<file path="src/rtl/tss_pkg.sv">
// Shared constants for the thermal and serial presence slave front end
package tss_pkg;
	// Device type codes in the upper nibble of the address byte
	localparam logic [3:0] NV_TYPE_CODE   = 4'hA;
	localparam logic [3:0] PROT_TYPE_CODE = 4'h6;
	localparam logic [3:0] TS_TYPE_CODE   = 4'h3;
	// Select codes that steer the page commands, which need no elevated strap
	localparam logic [1:0] PAGE_SEL_HI    = 2'h3;
	// Access targets reported with each accepted address
	localparam logic [1:0] TGT_NONE       = 2'h0;
	localparam logic [1:0] TGT_NV         = 2'h1;
	localparam logic [1:0] TGT_PROT       = 2'h2;
	localparam logic [1:0] TGT_TS         = 2'h3;
	// Samples a pin must hold before its filtered level follows
	localparam logic [1:0] FILT_LEN       = 2'h3;
	localparam logic [3:0] BITS_PER_BYTE  = 4'h8;
	// Alert output behaviour
	localparam logic [1:0] MODE_INT       = 2'h0;
	localparam logic [1:0] MODE_CMP       = 2'h1;
	localparam logic [1:0] MODE_CRIT      = 2'h2;

	typedef enum logic [2:0]
	{
		ST_IDLE = 3'b000,
		ST_RX   = 3'b001,
		ST_ACK  = 3'b010,
		ST_TX   = 3'b011,
		ST_MACK = 3'b100
	} tss_state_t;
endpackage : tss_pkg

</file>
<file path="src/rtl/tss_alert.sv">
// Temperature alert output: interrupt, comparator and critical-only behaviour
`timescale 1ns/1ps
module tss_alert
(
	// Clock and reset
	input  wire logic       clk,
	input  wire logic       resetn,
	// Configuration
	input  wire logic       alert_enable,
	input  wire logic [1:0] alert_mode,
	input  wire logic       alert_active_high,
	input  wire logic       clear_event,
	// Limit comparisons from the sensor
	input  wire logic       above_high_limit,
	input  wire logic       below_low_limit,
	input  wire logic       above_critical_limit,
	input  wire logic       below_critical_hyst,
	// Open-drain alert pin
	output logic            alert_out,
	output logic            alert_oe,
	output logic            alert_asserted
);
	typedef struct packed
	{
		logic crit_latch;
		logic win_q;
		logic sticky;
		logic asserted;
		logic oe;
	} tss_al_t;

	tss_al_t r;
	tss_al_t next_r;
	logic    win;

	always_comb
	begin
		next_r = r;
		win = above_high_limit | below_low_limit;
		next_r.win_q = win;
		// Critical compare always releases on its own below the hysteresis point
		if (above_critical_limit)
			next_r.crit_latch = 1'b1;
		else if (below_critical_hyst)
			next_r.crit_latch = 1'b0;
		// A new window event in the clearing cycle still sets the flag
		if (win && !r.win_q)
			next_r.sticky = 1'b1;
		else if (clear_event)
			next_r.sticky = 1'b0;
		unique case (alert_mode)
			tss_pkg::MODE_INT:  next_r.asserted = next_r.sticky | next_r.crit_latch;
			tss_pkg::MODE_CRIT: next_r.asserted = next_r.crit_latch;
			default:            next_r.asserted = win | next_r.crit_latch;
		endcase
		if (!alert_enable)
			next_r.asserted = 1'b0;
		// Pin is only ever pulled low; active high means low while idle
		next_r.oe = next_r.asserted ^ alert_active_high;
	end

	always_ff @(posedge clk or negedge resetn)
	begin
		if (!resetn)
			r <= '{crit_latch: 1'b0, win_q: 1'b0, sticky: 1'b0, asserted: 1'b0, oe: 1'b0};
		else
			r <= next_r;
	end

	assign alert_out      = 1'b0;
	assign alert_oe       = r.oe;
	assign alert_asserted = r.asserted;
endmodule : tss_alert

</file>
<file path="src/rtl/tss_deglitch.sv">
// Two-flop synchroniser followed by a stability filter for one pin
`timescale 1ns/1ps
module tss_deglitch
#(
	parameter logic INIT = 1'b1
)
(
	// Clock and reset
	input  wire logic clk,
	input  wire logic resetn,
	// Pin and clean level
	input  wire logic pin,
	output logic      level
);
	typedef struct packed
	{
		logic       sync1;
		logic       sync2;
		logic       level;
		logic [1:0] cnt;
	} tss_dg_t;

	tss_dg_t r;
	tss_dg_t next_r;

	always_comb
	begin
		next_r = r;
		next_r.sync1 = pin;
		next_r.sync2 = r.sync1;
		// Short pulses never reach the count, so they are not seen as edges
		if (r.sync2 == r.level)
			next_r.cnt = 2'h0;
		else if (r.cnt == tss_pkg::FILT_LEN - 2'h1)
		begin
			next_r.level = r.sync2;
			next_r.cnt   = 2'h0;
		end
		else
			next_r.cnt = r.cnt + 2'h1;
	end

	always_ff @(posedge clk or negedge resetn)
	begin
		if (!resetn)
			r <= '{sync1: INIT, sync2: INIT, level: INIT, cnt: 2'h0};
		else
			r <= next_r;
	end

	assign level = r.level;
endmodule : tss_deglitch

</file>
<file path="src/rtl/tss_slave.sv">
// Two-wire slave front end with address decode and alert output
`timescale 1ns/1ps
module tss_slave
(
	// Clock and reset
	input  wire logic       clk,
	input  wire logic       resetn,
	// Serial bus pins
	input  wire logic       scl_in,
	input  wire logic       sda_in,
	output logic            sda_out,
	output logic            sda_oe,
	// Address straps and elevated level detector on strap 0
	input  wire logic       addr_strap_0,
	input  wire logic       addr_strap_1,
	input  wire logic       addr_strap_2,
	input  wire logic       elevated_strap_level,
	// Memory and sensor side
	input  wire logic       nv_write_busy,
	input  wire logic       write_refused,
	input  wire logic [7:0] tx_data,
	output logic            addr_valid,
	output logic [1:0]      addr_target,
	output logic            addr_read,
	output logic [2:0]      addr_sel,
	output logic            rx_valid,
	output logic [7:0]      rx_byte,
	output logic [3:0]      byte_index,
	output logic            tx_req,
	output logic            nv_write_launch,
	output logic            nv_standby,
	// Alert configuration and limit comparisons
	input  wire logic       alert_enable,
	input  wire logic [1:0] alert_mode,
	input  wire logic       alert_active_high,
	input  wire logic       clear_event,
	input  wire logic       above_high_limit,
	input  wire logic       below_low_limit,
	input  wire logic       above_critical_limit,
	input  wire logic       below_critical_hyst,
	// Open-drain alert pin
	output logic            alert_out,
	output logic            alert_oe,
	output logic            alert_asserted
);
	typedef struct packed
	{
		tss_pkg::tss_state_t state;
		logic [3:0]          bitcnt;
		logic [7:0]          shreg;
		logic                is_addr;
		logic [1:0]          target;
		logic                rd;
		logic                rd_ack;
		logic [3:0]          index;
		logic                scl_q;
		logic                sda_q;
		logic                nv_wrote;
		logic                nv_nacked;
		logic                sda_oe;
		logic                addr_valid;
		logic [1:0]          addr_target;
		logic                addr_read;
		logic [2:0]          addr_sel;
		logic                rx_valid;
		logic [7:0]          rx_byte;
		logic [3:0]          rx_index;
		logic                tx_req;
		logic                nv_launch;
		logic                nv_standby;
	} tss_core_t;
	tss_core_t  r;
	tss_core_t  next_r;
	logic [5:0] pins;
	logic [5:0] clean;
	logic       scl_f;
	logic       sda_f;
	logic [2:0] logical_select_addr;
	logic       hv_f;
	logic       scl_rise;
	logic       scl_fall;
	logic       start_ev;
	logic       stop_ev;
	logic [3:0] code;
	logic [2:0] sel;
	logic       hit_nv;
	logic       hit_ts;
	logic       hit_pr;
	assign pins = {elevated_strap_level, addr_strap_2, addr_strap_1, addr_strap_0, sda_in, scl_in};
	for (genvar gi = 0; gi < 6; gi++)
	begin : g_pin
		tss_deglitch #(.INIT(1'b1)) u_dg
		(
			.clk    (clk),
			.resetn (resetn),
			.pin    (pins[gi]),
			.level  (clean[gi])
		);
	end
	// Clock is only ever sampled here, never driven, so no stretching is possible
	assign scl_f    = clean[0];
	assign sda_f    = clean[1];
	assign logical_select_addr      = clean[4:2];
	assign hv_f     = clean[5];
	assign scl_rise = scl_f && !r.scl_q;
	assign scl_fall = !scl_f && r.scl_q;
	assign start_ev = r.scl_q && scl_f && r.sda_q && !sda_f;
	assign stop_ev  = r.scl_q && scl_f && !r.sda_q && sda_f;
	assign code     = r.shreg[7:4];
	assign sel      = r.shreg[3:1];
	assign hit_nv   = (code == tss_pkg::NV_TYPE_CODE) && (sel == logical_select_addr);
	assign hit_ts   = (code == tss_pkg::TS_TYPE_CODE) && (sel == logical_select_addr);
	// Protection reads, page commands and elevated-strap protect writes are taken by every device regardless of select
	assign hit_pr   = (code == tss_pkg::PROT_TYPE_CODE)
		&& (r.shreg[0] || sel[2:1] == tss_pkg::PAGE_SEL_HI || hv_f);
	always_comb
	begin
		next_r = r;
		next_r.addr_valid = 1'b0;
		next_r.rx_valid   = 1'b0;
		next_r.tx_req     = 1'b0;
		next_r.nv_launch  = 1'b0;
		next_r.scl_q      = scl_f;
		next_r.sda_q      = sda_f;
		if (start_ev && !nv_write_busy)
		begin
			next_r.state     = tss_pkg::ST_RX;
			next_r.bitcnt    = 4'h0;
			next_r.is_addr   = 1'b1;
			next_r.sda_oe    = 1'b0;
			next_r.index     = 4'h0;
			next_r.nv_wrote  = 1'b0;
			next_r.nv_nacked = 1'b0;
		end
		else if (stop_ev)
		begin
			next_r.state  = tss_pkg::ST_IDLE;
			next_r.sda_oe = 1'b0;
			// Sensor traffic leaves the memory outputs alone
			if (r.target == tss_pkg::TGT_NV)
			begin
				next_r.nv_launch = r.nv_wrote;
				if (r.nv_nacked)
					next_r.nv_standby = 1'b1;
			end
			next_r.target = tss_pkg::TGT_NONE;
		end
		else if (start_ev)
		begin
			// Write cycle running: stay silent until a later start
			next_r.state  = tss_pkg::ST_IDLE;
			next_r.sda_oe = 1'b0;
		end
		else
		begin
			unique case (r.state)
				tss_pkg::ST_IDLE: next_r.sda_oe = 1'b0;
				tss_pkg::ST_RX:
				begin
					if (scl_rise)
					begin
						next_r.shreg  = {r.shreg[6:0], sda_f};
						next_r.bitcnt = r.bitcnt + 4'h1;
					end
					else if (scl_fall && r.bitcnt == tss_pkg::BITS_PER_BYTE)
					begin
						if (r.is_addr)
						begin
							if (hit_nv || hit_ts || hit_pr)
							begin
								next_r.state       = tss_pkg::ST_ACK;
								next_r.sda_oe      = 1'b1;
								next_r.is_addr     = 1'b0;
								next_r.rd          = r.shreg[0];
								next_r.target      = hit_nv ? tss_pkg::TGT_NV :
									hit_ts ? tss_pkg::TGT_TS : tss_pkg::TGT_PROT;
								next_r.addr_valid  = 1'b1;
								next_r.addr_target = next_r.target;
								next_r.addr_read   = r.shreg[0];
								next_r.addr_sel    = sel;
								next_r.tx_req      = r.shreg[0];
								if (hit_nv)
									next_r.nv_standby = 1'b0;
							end
							else
							begin
								next_r.state = tss_pkg::ST_IDLE;
								if (code == tss_pkg::NV_TYPE_CODE)
									next_r.nv_standby = 1'b1;
							end
						end
						else
						begin
							next_r.state    = tss_pkg::ST_ACK;
							next_r.rx_valid = 1'b1;
							next_r.rx_byte  = r.shreg;
							next_r.rx_index = r.index;
							next_r.index    = (r.index == 4'hF) ? r.index : r.index + 4'h1;
							next_r.sda_oe   = !write_refused;
							if (!write_refused && r.target == tss_pkg::TGT_NV)
								next_r.nv_wrote = 1'b1;
						end
					end
				end
				tss_pkg::ST_ACK:
				begin
					if (scl_fall)
					begin
						next_r.bitcnt = 4'h0;
						if (r.rd)
						begin
							next_r.state  = tss_pkg::ST_TX;
							next_r.sda_oe = !tx_data[7];
							next_r.shreg  = {tx_data[6:0], 1'b0};
							next_r.bitcnt = 4'h1;
						end
						else
						begin
							next_r.state  = tss_pkg::ST_RX;
							next_r.sda_oe = 1'b0;
						end
					end
				end
				tss_pkg::ST_TX:
				begin
					if (scl_fall)
					begin
						if (r.bitcnt == tss_pkg::BITS_PER_BYTE)
						begin
							next_r.sda_oe = 1'b0;
							next_r.state  = tss_pkg::ST_MACK;
						end
						else
						begin
							next_r.sda_oe = !r.shreg[7];
							next_r.shreg  = {r.shreg[6:0], 1'b0};
							next_r.bitcnt = r.bitcnt + 4'h1;
						end
					end
				end
				tss_pkg::ST_MACK:
				begin
					if (scl_rise)
					begin
						next_r.rd_ack = !sda_f;
						next_r.tx_req = !sda_f;
						if (!sda_f)
							next_r.index = (r.index == 4'hF) ? r.index : r.index + 4'h1;
					end
					else if (scl_fall)
					begin
						if (r.rd_ack)
						begin
							next_r.state  = tss_pkg::ST_TX;
							next_r.sda_oe = !tx_data[7];
							next_r.shreg  = {tx_data[6:0], 1'b0};
							next_r.bitcnt = 4'h1;
						end
						else
						begin
							// Nack closes the read; wait quietly for the stop
							next_r.state     = tss_pkg::ST_IDLE;
							next_r.nv_nacked = (r.target == tss_pkg::TGT_NV);
						end
					end
				end
				default:
				begin
					next_r.state  = tss_pkg::ST_IDLE;
					next_r.sda_oe = 1'b0;
				end
			endcase
		end
		next_r.rx_index = next_r.rx_valid ? next_r.rx_index : next_r.index;
	end
	always_ff @(posedge clk or negedge resetn)
	begin
		if (!resetn)
			r <= '{state: tss_pkg::ST_IDLE, scl_q: 1'b1, sda_q: 1'b1, default: '0};
		else
			r <= next_r;
	end
	// Sensor section is independent of the memory state above
	tss_alert u_alert
	(
		.clk                  (clk),
		.resetn               (resetn),
		.alert_enable         (alert_enable),
		.alert_mode           (alert_mode),
		.alert_active_high    (alert_active_high),
		.clear_event          (clear_event),
		.above_high_limit     (above_high_limit),
		.below_low_limit      (below_low_limit),
		.above_critical_limit (above_critical_limit),
		.below_critical_hyst  (below_critical_hyst),
		.alert_out            (alert_out),
		.alert_oe             (alert_oe),
		.alert_asserted       (alert_asserted)
	);
	assign sda_out         = 1'b0;
	assign sda_oe          = r.sda_oe;
	assign addr_valid      = r.addr_valid;
	assign addr_target     = r.addr_target;
	assign addr_read       = r.addr_read;
	assign addr_sel        = r.addr_sel;
	assign rx_valid        = r.rx_valid;
	assign rx_byte         = r.rx_byte;
	assign byte_index      = r.rx_index;
	assign tx_req          = r.tx_req;
	assign nv_write_launch = r.nv_launch;
	assign nv_standby      = r.nv_standby;
endmodule : tss_slave

</file>
<file path="config.mk">
export PLATFORM = sky130hd
export DESIGN_NAME = tss_slave
export DESIGN_NICKNAME = d
export VERILOG_FILES = /design/src/rtl/tss_pkg.sv /design/src/rtl/tss_alert.sv /design/src/rtl/tss_deglitch.sv /design/src/rtl/tss_slave.sv
export SDC_FILE = /design/constraint.sdc
export NUM_CORES = 1
export LEC_CHECK = 0
export ABC_AREA = 0
export BUFFER_PORTS_ARGS = -buffer_cell sky130_fd_sc_hd__clkbuf_2
export CAP_MARGIN = 20
export CORE_MARGIN = 2
export CORE_UTILIZATION = 53
export DETAILED_ROUTE_END_ITERATION = 10
export PLACE_DENSITY = 0.74
export SYNTH_ARGS = -nofsm -noshare
export SYNTH_HDL_FRONTEND = slang
export SYNTH_HIERARCHICAL = 1
export SYNTH_SLANG_ARGS = --single-unit
</file>
<file path="constraint.sdc">
create_clock -name clk -period 3.75 [get_ports clk]
set_clock_uncertainty 0.1 [all_clocks]
set_input_delay 0.1875 -clock clk [delete_from_list [all_inputs] [get_ports clk]]
set_output_delay 0.1875 -clock clk [all_outputs]
set_load 0.01 [all_outputs]
</file>
# Yosys cells after proc, flatten, opt, wreduce, memory -nomap -nowiden
# Cells that the tools add are included.
# W data, S select, Z words.
# word_totals
input_bits	27
output_inout_bits	28
regBits	86
elab_cells	307
# op_classes
n_addsub	8
n_reduce_logical	60
bitwise_logic	15
n_mux	106
n_eq_ne	67
# op_table
op	count
$mux W21	3
$mux W15	4
$mux W4	13
$pmux W12 S4	1
$mux W2	22
$mux W22	2
$ne A5 B5 Y1 const B	8
$mux W1	37
$mux W12	3
$ne A2 B2 Y1 const B	14
$reduce_and A7 Y1	4
$mux W13	2
$ne A3 B3 Y1 const B	8
$reduce_and A8 Y1	3
$mux W23	1
$mux W3	7
$mux W20	1
$ne A2 B1 Y1 const B	10
$reduce_and A10 Y1	2
$reduce_bool A2 Y1	9
$eq A2 B2 Y1 const B	8
$pmux W3 S5	1
$logic_and A1 B1 Y1	14
$mux W7	2
33 further kinds	77

# Depth between registers and ports, before layout
# Gate-level depths: netlist of the first run.
# depth
depth_word	15
depth_mapped	8
mapped_depth_nobuf	8

# Modules after synthesis
# Netlist of the first run, hierarchy kept.
# by_module_without_submodules
mod	seq_area_each_um2	cells_per_inst	area_each_um2	n_inst
tss_slave	1278.7	273	2869.0	1
tss_deglitch	128.9	10	178.9	6
tss_alert	125.1	17	202.7	1

# Worst setup path before layout of the first run
# Ideal clock, no wire load.
# synth_timing
kind	register to register
start	register r[45] (netlist bit)
end	register r (netlist bit byte_index[0])
setup_ps	125
setup_slack_ps	1327
required_ps	3525
path_buffers	0
arrival_ps	2198
synth_period_minus_slack_ps	2423
path_stages_with_launch	8
path_cell_list	dfrtp_1 -> inv_1 -> ha_1 -> nand3b_4 -> or4_4 -> a2111o_1 -> a21o_1 -> mux2_2
# synth_via
elab_chain_len	10
elab_cells_between_ends	23
cone_classes	eq/ne: 8; mux: 13; reduce/logical: 2
# synth_rtl
item	line	rtl
start, declared	tss_slave.sv:72	tss_core_t r;
start signal, assigned	tss_slave.sv:281	r <= next_r;
$eq A4 B4 Y1 (*)	tss_slave.sv:165	else if (scl_fall && r.bitcnt == tss_pkg::BITS_PER_BYTE)
$logic_and A1 B1 Y1 (*)	tss_slave.sv:165	
$mux W22	tss_slave.sv:165	
$mux W22	tss_slave.sv:160	if (scl_rise)
$mux W20	tss_slave.sv:156	unique case (r.state)
$mux W21	tss_slave.sv:148	else if (start_ev)
$mux W21	tss_slave.sv:135	else if (stop_ev)
$mux W23	tss_slave.sv:125	if (start_ev && !nv_write_busy)
$ne A2 B1 Y1 (no line) or $ne A2 B2 Y1 (tied branches)	--	
$reduce_and A7 Y1 (no line)	--	
# Every way passes the cells marked *; elsewhere a longest branch is shown, timed or not. The select of a mux whose other input is x is not followed.
# A chain may end at the register's enable or synchronous reset.

# Worst setup path after layout of the first run
# layout_timing
start	register r[49] (netlist bit)
end	register r (netlist bit code[0])
# layout_via
elab_chain_len	3
elab_cells_between_ends	15
cone_classes	eq/ne: 12; mux: 1; reduce/logical: 2
# layout_rtl
item	line
$eq A3 B3 Y1 (tied with other cells)	tss_slave.sv:156
$reduce_bool A4 Y1 (no line) or $ne A2 B2 Y1 (tied branches)	--
$reduce_and A12 Y1 (no line)	--
# Several ways; a longest one is shown, not always the timed one.

==> results.txt, run 1 <==
For the post-synthesis instance area, the log shows 4145 µm². For the worst-skew pair, the clock arrives at the later sink with an insertion delay of 0.35 ns. The final global-route overflow total was 0; the layout cell share with drive strength beyond 1 was 0.3202. The tools report the sequential cell area fraction in the yosys report as 0.5252. After synthesis, the cell types taking the most area are dfrtp_1 40%, dfstp_2 13%, mux2_2 6.0%. The post-layout total power was 2.705 mW. Clock tree synthesis selected as its root buffer the cell clkbuf_8. The tools report the remaining routing DRC violations as 0. The I/O pin count was 55. The worst setup path is captured at a flip-flop. Setup repair after global routing left no endpoint under its margin.

The detailed-route wire length per cell came out at 15.75 µm. Number of buffers added for setup after CTS: 0. Worst-case hold path end point: u_alert/r[2]$_DFF_PN0_. The kind of start point of the critical path was a flip-flop. The tools report the count of distinct cell types in the synthesized netlist as 62.

At the worst endpoint, the required time is 3.89 ns. The net switching power was 882.6 µW; the fraction of synthesis flops using an asynchronous set or reset pin was 1.000. Max-cap violations in this run came to 0. Number of input and output port buffers inserted: 52. In this run, synthesis produced a sequential element count of 86.

Internal power consumption: 1.823 mW. Measured slew at the worst slew-check pin: 0.7271 ns. The mean area per synthesized cell is 11.84 µm², and the maximum fanout along the worst path is 21. In this run the horizontal extent of the chip is 92.44 µm. In the routed layout, each cell is associated on average with a via count of 5.555.

Measured in cells, the most critical reg-to-reg path has a length of 5. The type of the setup path with the least slack is reg2reg. The data arrival time at the worst-slack endpoint came out at 2.80 ns.

The via count of the first global-routing pass is 2778, and the instance count along the most critical hold path is 3. The fraction of post-synthesis cell area in the top cell type by area is 0.3984. The floorplan has 32 rows. The H-tree was split into 3 levels. The run finished with clean final reports. Synthesis produced 350 cells. The portion of total power attributed to combinational logic was 0.268; the initial core utilization was 0.5420.

The run gives 13410 µm as the wire length of the first global-routing pass. Compared with the post-synthesis result, the final layout area differs by 13.85%. The run gives 0.2012 as the global routing usage summed across all routing layers. dfrtp_1 is the most common cell in the netlist.

The number of vias after detailed routing came out at 2822. The initial antenna violation count is 0, and the standby leakage power is 2.217 nW. The repair_antennas step left the layout with diodes totalling 0.

From bottom edge to top edge, the die measures 92.44 µm. The number of gates resized after CTS came out at 0. The clock share of power was 0.232.

In this run the power density over the cells is 573.2 nW/µm². The die covers 8544 µm². The final period utilization works out to 0.7085. The biggest area contributor in the post-synthesis netlist is dfrtp_1. Counting flops with a built-in enable in the synthesized netlist gives 0. After floorplanning, the core was sized to cover 7647 µm². The hold path startpoint was below_low_limit. The largest net degree at the start of global routing is 87, and the setup total negative slack is 0 ns. The number of slew-limit violations in the final report is 0, and the clock-pin slew on the worst setup and hold paths is 0.08 ns. The reg-to-reg critical path startpoint is r[49]$_DFFE_PN0P_.

The logs give 0 for the final count of negative-setup-slack endpoints and 86 for the TritonCTS sink count. The path class of the tightest hold or removal check is in2reg. The most used flip-flop cell after synthesis is dfrtp_1. The tools report the worst IR drop on VDD as 0.3856 mV.

The worst flop-to-flop path endpoint is code[0]$_DFFE_PN0P_. The total wire length after detailed routing was 8003 µm; the number of iterations in the first detailed-routing pass was 4. After layout, the minimum clock period comes to 2.657 ns.

The switching share of power works out to 0.3262. Counting instances in the post-synthesis netlist gives the leading cell types as 66 x dfrtp_1, 22 x mux2_2, 20 x dfstp_2, 20 x nor2_1, 19 x buf_4. The congestion estimate from routability-driven global placement came to 0.9278.

The logs give 209 for the starting DRC count in detailed routing and 0.500 for the fraction of power consumed by sequential logic. The number of antenna-violating nets in the routed design was 0; the achievable clock frequency was 376.4 MHz. The count of endpoints failing hold in the final timing report was 0; the final-stage net count was 431. For the detailed-placement wirelength estimate, the log shows 5612 µm.

Synthesis produced a netlist with a net count of 380. The run gives 2 as the maximum count of clock buffers along a single path. Yosys synthesis warning count: 6. TritonCTS built the clock tree. For the setup slack of the worst register-to-register path, the log shows 1.09 ns. Clock tree synthesis inserted a total of 9 buffers. The tools report the max-slew headroom at the worst pin as 0.5116.
==> power by group through the flow <==
stage	logic [mW]	clock network, mW	registers (mW)
floorplan	0.600	0	1.30
global placement	0.691	0	1.36
detailed placement	0.706	0	1.37
CTS	0.723	0.650	1.35
global route	0.803	0.691	1.38
finish	0.725	0.627	1.35
==> routing by layer <==
layer,vias up,track usage,share of wire
li1,1339,-,-
met5,-,0,0
met3,15,0.04475,0.052
met1,1389,0.2655,0.43
met4,0,0.08458,0.025
met2,79,0.3224,0.49
==> cells in the final DEF (no fill, tap or decap), types with 7 or more instances in the layout <==
master,Yosys,final
nand2_1,12,12
mux2_2,22,22
clkbuf_2,0,51
nor2_1,20,20
o21ai_0,8,8
dlygate4sd3_1,0,14
nand3_1,7,7
dfstp_2,20,20
clkbuf_8,0,9
nor3b_1,9,9
nor3_1,13,13
mux2i_1,10,10
a21oi_1,11,11
a22o_1,9,9
inv_1,12,12
xnor2_1,7,7
dfrtp_1,66,66
==> registers in the layout (all words and copies together), names as in the netlist, 2 cells and up <==
name / count
g_pin.u_dg/level: 6
u_alert/r: 3
code: 4
r: 23
g_pin.u_dg/next_r: 6
addr_sel: 3
rx_byte: 8
addr_target: 2
g_pin.u_dg/r: 18
byte_index: 4
==> critical path: stages, from the launching register on <==
cell and delay (ns):
dfrtp_1 0.74, nor3_1 0.16, a221o_1 0.31, a311oi_2 0.50
o311ai_2 0.37, mux2_2 0.36
==> cell type report <==
cell class,instances,area [µm²]
well taps,102,127.6
inverters,13,48.80
flip-flops and latches,86,2177
clock inverters,5,58.81
fillers,611,2928
repair buffers,67,430.4
multi-input cells,224,1745
clock buffers,11,131.4
==> through the flow <==
step | worst slack, ns | util | hold WS, ns | instance area (µm²) | std cells
2_1_floorplan | 1.327 | - | -0.2081 | 4145 | 350
3_3_place_gp | 1.170 | 0.5704 | 0.1749 | 4362 | 477
3_5_place_dp | 1.156 | 0.5704 | 0.1767 | 4362 | 477
4_1_cts | 1.134 | 0.6135 | 0.04373 | 4692 | 507
5_1_grt | 0.9043 | 0.6171 | 0.08044 | 4720 | 508
6_report | 1.093 | 0.6171 | 0.08116 | 4720 | 508
==> how the worst max path moves through the flow <==
stage,endpoint,start,cells past startpoint
6_report,code[0]$_DFFE_PN0P_,r[49]$_DFFE_PN0P_,5
5_1_grt,code[0]$_DFFE_PN0P_,r[49]$_DFFE_PN0P_,5
4_1_cts,byte_index[0]$_DFFE_PN0P_,r[49]$_DFFE_PN0P_,5
3_5_place_dp,byte_index[0]$_DFFE_PN0P_,r[49]$_DFFE_PN0P_,5
3_3_place_gp,byte_index[0]$_DFFE_PN0P_,r[49]$_DFFE_PN0P_,5
2_1_floorplan,byte_index[0]$_DFFE_PN0P_,r[45]$_DFFE_PN0P_,7
==> cell families (layout without fill, tap and decap cells) <==
| logic type | Yosys count | after routing | synth area share |
|---|---|---|---|
| simple gates | 106 | 106 | 0.1621 |
| flops | 86 | 86 | 0.5252 |
| compound gates | 62 | 62 | 0.1150 |
| buf+inv | 40 | 96 | 0.05373 |
| mux | 38 | 38 | 0.1056 |
| xor+xnor | 13 | 13 | 0.02747 |
| fa+ha+maj | 3 | 3 | 0.009056 |
| other cells | 2 | 2 | 0.001812 |
==> repair_timing <==
item                                    4_1_cts  5_1_grt
hold endpoints to repair                     77        0
hold buffers                                 14        0
endpoints found under the setup margin        0        0
(Power assumes the default switching activity.)
==> inputs of run 2 (changes only) <==
Clock period 3.75 ns to 2.7 ns, I/O delays scaled along.
==> results.txt, run 2 (synthesis gave the netlist of run 1 again) <==
Most frequent cells in the layout: 66 x dfrtp_1, 51 x clkbuf_2, 22 x mux2_2 (unchanged). The initial core utilization came out at 0.5420 (unchanged). The type of the setup path with the least slack was reg2reg (unchanged).

The routability congestion estimate is 0.9005 (was 0.9278), and the power density over cell area is 806.1 nW/µm² (was 573.2 nW/µm²). The logs give 14 (unchanged) for the hold buffer count at cts and 0 (unchanged) for the number of gates resized after CTS. The clock period minus worst slack is 2.579 ns (was 2.657 ns). The area of the die was 8544 µm² (unchanged); the starting DRC count in detailed routing was 102 (was 209). The flip-flop count of the largest register after layout was 23 (unchanged). The achievable clock frequency is 387.7 MHz (was 376.4 MHz), and the number of H-tree branching levels is 3 (unchanged). For the standby leakage power, the log shows 2.278 nW (was 2.217 nW). For the number of max-cap violations, the log shows 0 (unchanged). The final period utilization is 0.9553 (was 0.7085). Classification of the worst-slack hold path: in2reg (unchanged). Type of element capturing the critical path: a flip-flop (unchanged).

The number of buffer and inverter instances along the worst setup path came out at 1 (was 0). The library cell used as clock root buffer was clkbuf_8 (unchanged). The run gives 0 (unchanged) as the count of endpoints failing hold in the final timing report.

For the insertion delay of the later-clocked pin in the worst-skew pair, the log shows 0.35 ns (about the same). Setup repair after global routing left no endpoint under its margin. Count of standard-cell rows: 32 (unchanged). The filler cell count came out at 600 (was 611). The run gives 2877 (was 2778) as the via count of the first global-routing pass.

For the max-slew headroom at the worst pin, the log shows 0.5044 (was 0.5116). Cell breakdown of the critical path: inv_1 > ha_1 > nand3b_4 > or4_4 > a2111o_1 > a21o_1 > mux2_2 (was nor3_1 > a221o_1 > a311oi_2 > o311ai_2 > mux2_2). The remaining routing DRC violations is 0 (unchanged), and the number of iterations in the first detailed-routing pass is 4 (unchanged). The number of antenna-violating nets in the routed design came out at 0 (unchanged). The highest-delay cell along the critical path is or4_4 (was dfrtp_1). The fraction of power consumed by sequential logic was 0.483 (was 0.500). The worst IR drop on VDD came out at 0.5288 mV (was 0.3856 mV).

The number of input and output port buffers inserted was 52 (unchanged). The net switching power was 1.228 mW (was 882.6 µW); the placeable core region was 7647 µm² (unchanged). TritonCTS sink count: 86 (unchanged).

TritonCTS built the clock tree. The flow ran to the end, and the final reports show no timing, DRC or antenna violations. The number of vias per cell was 5.445 (was 5.555); the critical path's largest stage delay was 0.54 ns (was 0.74 ns).

The run gives 0 ns (unchanged) as the setup total negative slack. The area added between synthesis and finish was 15.94% (was 13.85%); the minimum hold slack was 0.02588 ns (was 0.08116 ns). The family with the most delay on the worst path is simple AND/OR/NAND/NOR gates (was compound AO/OA/AOI/OAI gates). Layout cell share with drive strength beyond 1: 0.3325 (was 0.3202). The tools report the final-stage net count as 440 (was 431). The maximum count of clock buffers along a single path was 2 (unchanged); the end-of-flow core utilization was 0.6284 (was 0.6171). For the I/O pin count, the log shows 55 (unchanged).

The number of inserted diodes is 0 (unchanged), and the portion of total power attributed to combinational logic is 0.269 (was 0.268). The initial antenna violation count came out at 0 (unchanged). The most frequent standard cell in the layout excluding fill and tap cells was dfrtp_1 (unchanged). The detailed-placement wirelength estimate is 5828 µm (was 5612 µm), and the switching share of power is 0.3169 (was 0.3262). For the number of slew-limit violations in the final report, the log shows 0 (unchanged). The number of buffers added for setup after CTS was 0 (unchanged); the maximum fanout along the worst path was 7 (was 21). The run gives 0.247 (was 0.232) as the clock share of power.

The CTS buffer count is 9 (unchanged), and the final global-route overflow total is 0 (unchanged). Register with the most flip-flops: r (unchanged). Kind of start point of the critical path: a flip-flop (unchanged). The number of vias after detailed routing came out at 2815 (was 2822). The die extent in y works out to 92.44 µm (unchanged). The run gives 2.83 ns (was 3.89 ns) as the worst path required time. The final count of negative-setup-slack endpoints was 0 (unchanged); the detailed-route wire length per cell was 15.82 µm (was 15.75 µm). The measured slew at the worst slew-check pin was 0.7421 ns (was 0.7271 ns); the clock-pin slew on the worst setup and hold paths was 0.08 ns (about the same). The die outline width was 92.44 µm (unchanged).

The data arrival time at the worst-slack endpoint came out at 2.71 ns (was 2.80 ns). The total wire length after detailed routing is 8181 µm (was 8003 µm). Internal power consumption: 2.646 mW (was 1.823 mW). Wire length of the first global-routing pass: 13730 µm (was 13410 µm).

For the largest net degree at the start of global routing, the log shows 85 (was 87). Global routing usage summed across all routing layers: 0.2073 (was 0.2012).
run 2: cell count changes in the layout (fill, tap and decap cells not counted), sizes merged:
cell | before | now
buf | 2 | 11
clkinvlp | 2 | 0
bufinv | 1 | 2
clkbuf | 62 | 63
clkinv | 1 | 2
inv | 14 | 13
run 2: worst paths after layout:
kind / slack (ns) / depth (start not counted) / end / start
setup / recovery: 0.12 / 7 / byte_index[0]$_DFFE_PN0P_ / r[45]$_DFFE_PN0P_
hold / removal: 0.03 / 3 / u_alert/r[2]$_DFF_PN0_ / below_low_limit
setup reg to reg: 0.12 / 7 / byte_index[0]$_DFFE_PN0P_ / r[45]$_DFFE_PN0P_
hold reg to reg: 0.25 / 0 / g_pin[5].u_dg/r[3]$_DFF_PN1_ / g_pin[5].u_dg/next_r[3]$_DFF_PN1_
max in group asynchronous: 1.68 / 4 / g_pin[4].u_dg/r[3]$_DFF_PN1_ / resetn
min in group asynchronous: 0.06 / 2 / g_pin[0].u_dg/r[0]$_DFF_PN0_ / resetn
run 2: metrics by stage:
| stage | power (mW) | area, µm² | cells | worst slack (ns) |
|---|---|---|---|---|
| floorplan | 2.645 | 4145 | 350 | 0.2771 |
| CTS | 3.891 | 4778 | 516 | 0.1257 |
| finish | 3.874 | 4806 | 517 | 0.1208 |
| global route | 4.114 | 4806 | 517 | 0.01468 |
| detailed placement | 2.914 | 4429 | 486 | 0.1411 |
| global placement | 2.858 | 4429 | 486 | 0.2197 |
run 2: worst min-delay path: cells and delay by family:
| family | cells | cell delay (ns) |
|---|---|---|
| buf+inv | 1 | 0.09 |
| compound gates | 1 | 0.10 |
| simple gates | 1 | 0.11 |
run 2: area by class of cell:
| cell class | instances | area (µm²) | share of cell area |
|---|---|---|---|
| sequential | 86 | 2177 | 0.4530 |
| clock inverter | 4 | 73.82 | 0.01536 |
| timing repair buffer | 76 | 498.0 | 0.1036 |
| clock buffer | 12 | 135.1 | 0.02812 |
| multi-input combinational | 224 | 1745 | 0.3632 |
| tap | 102 | 127.6 | 0.02656 |
| inverter | 13 | 48.80 | 0.01015 |
run 2: layer usage:
| layer | vias up | GRT usage | wire, µm |
|---|---|---|---|
| met3 | 16 | 0.03824 | 336 |
| met2 | 59 | 0.3431 | 4013 |
| met4 | 0 | 0.08582 | 207 |
| met5 | - | 0 | 0 |
| li1 | 1354 | - | - |
| met1 | 1386 | 0.2696 | 3624 |
run 2: power by group through the flow:
stage	Sequential [mW]	Clock (mW)	Combinational, mW
finish	1.87	0.959	1.04
CTS	1.87	0.977	1.04
detailed placement	1.89	0	1.02
global route	1.92	1.03	1.17
floorplan	1.81	0	0.833
global placement	1.87	0	0.987
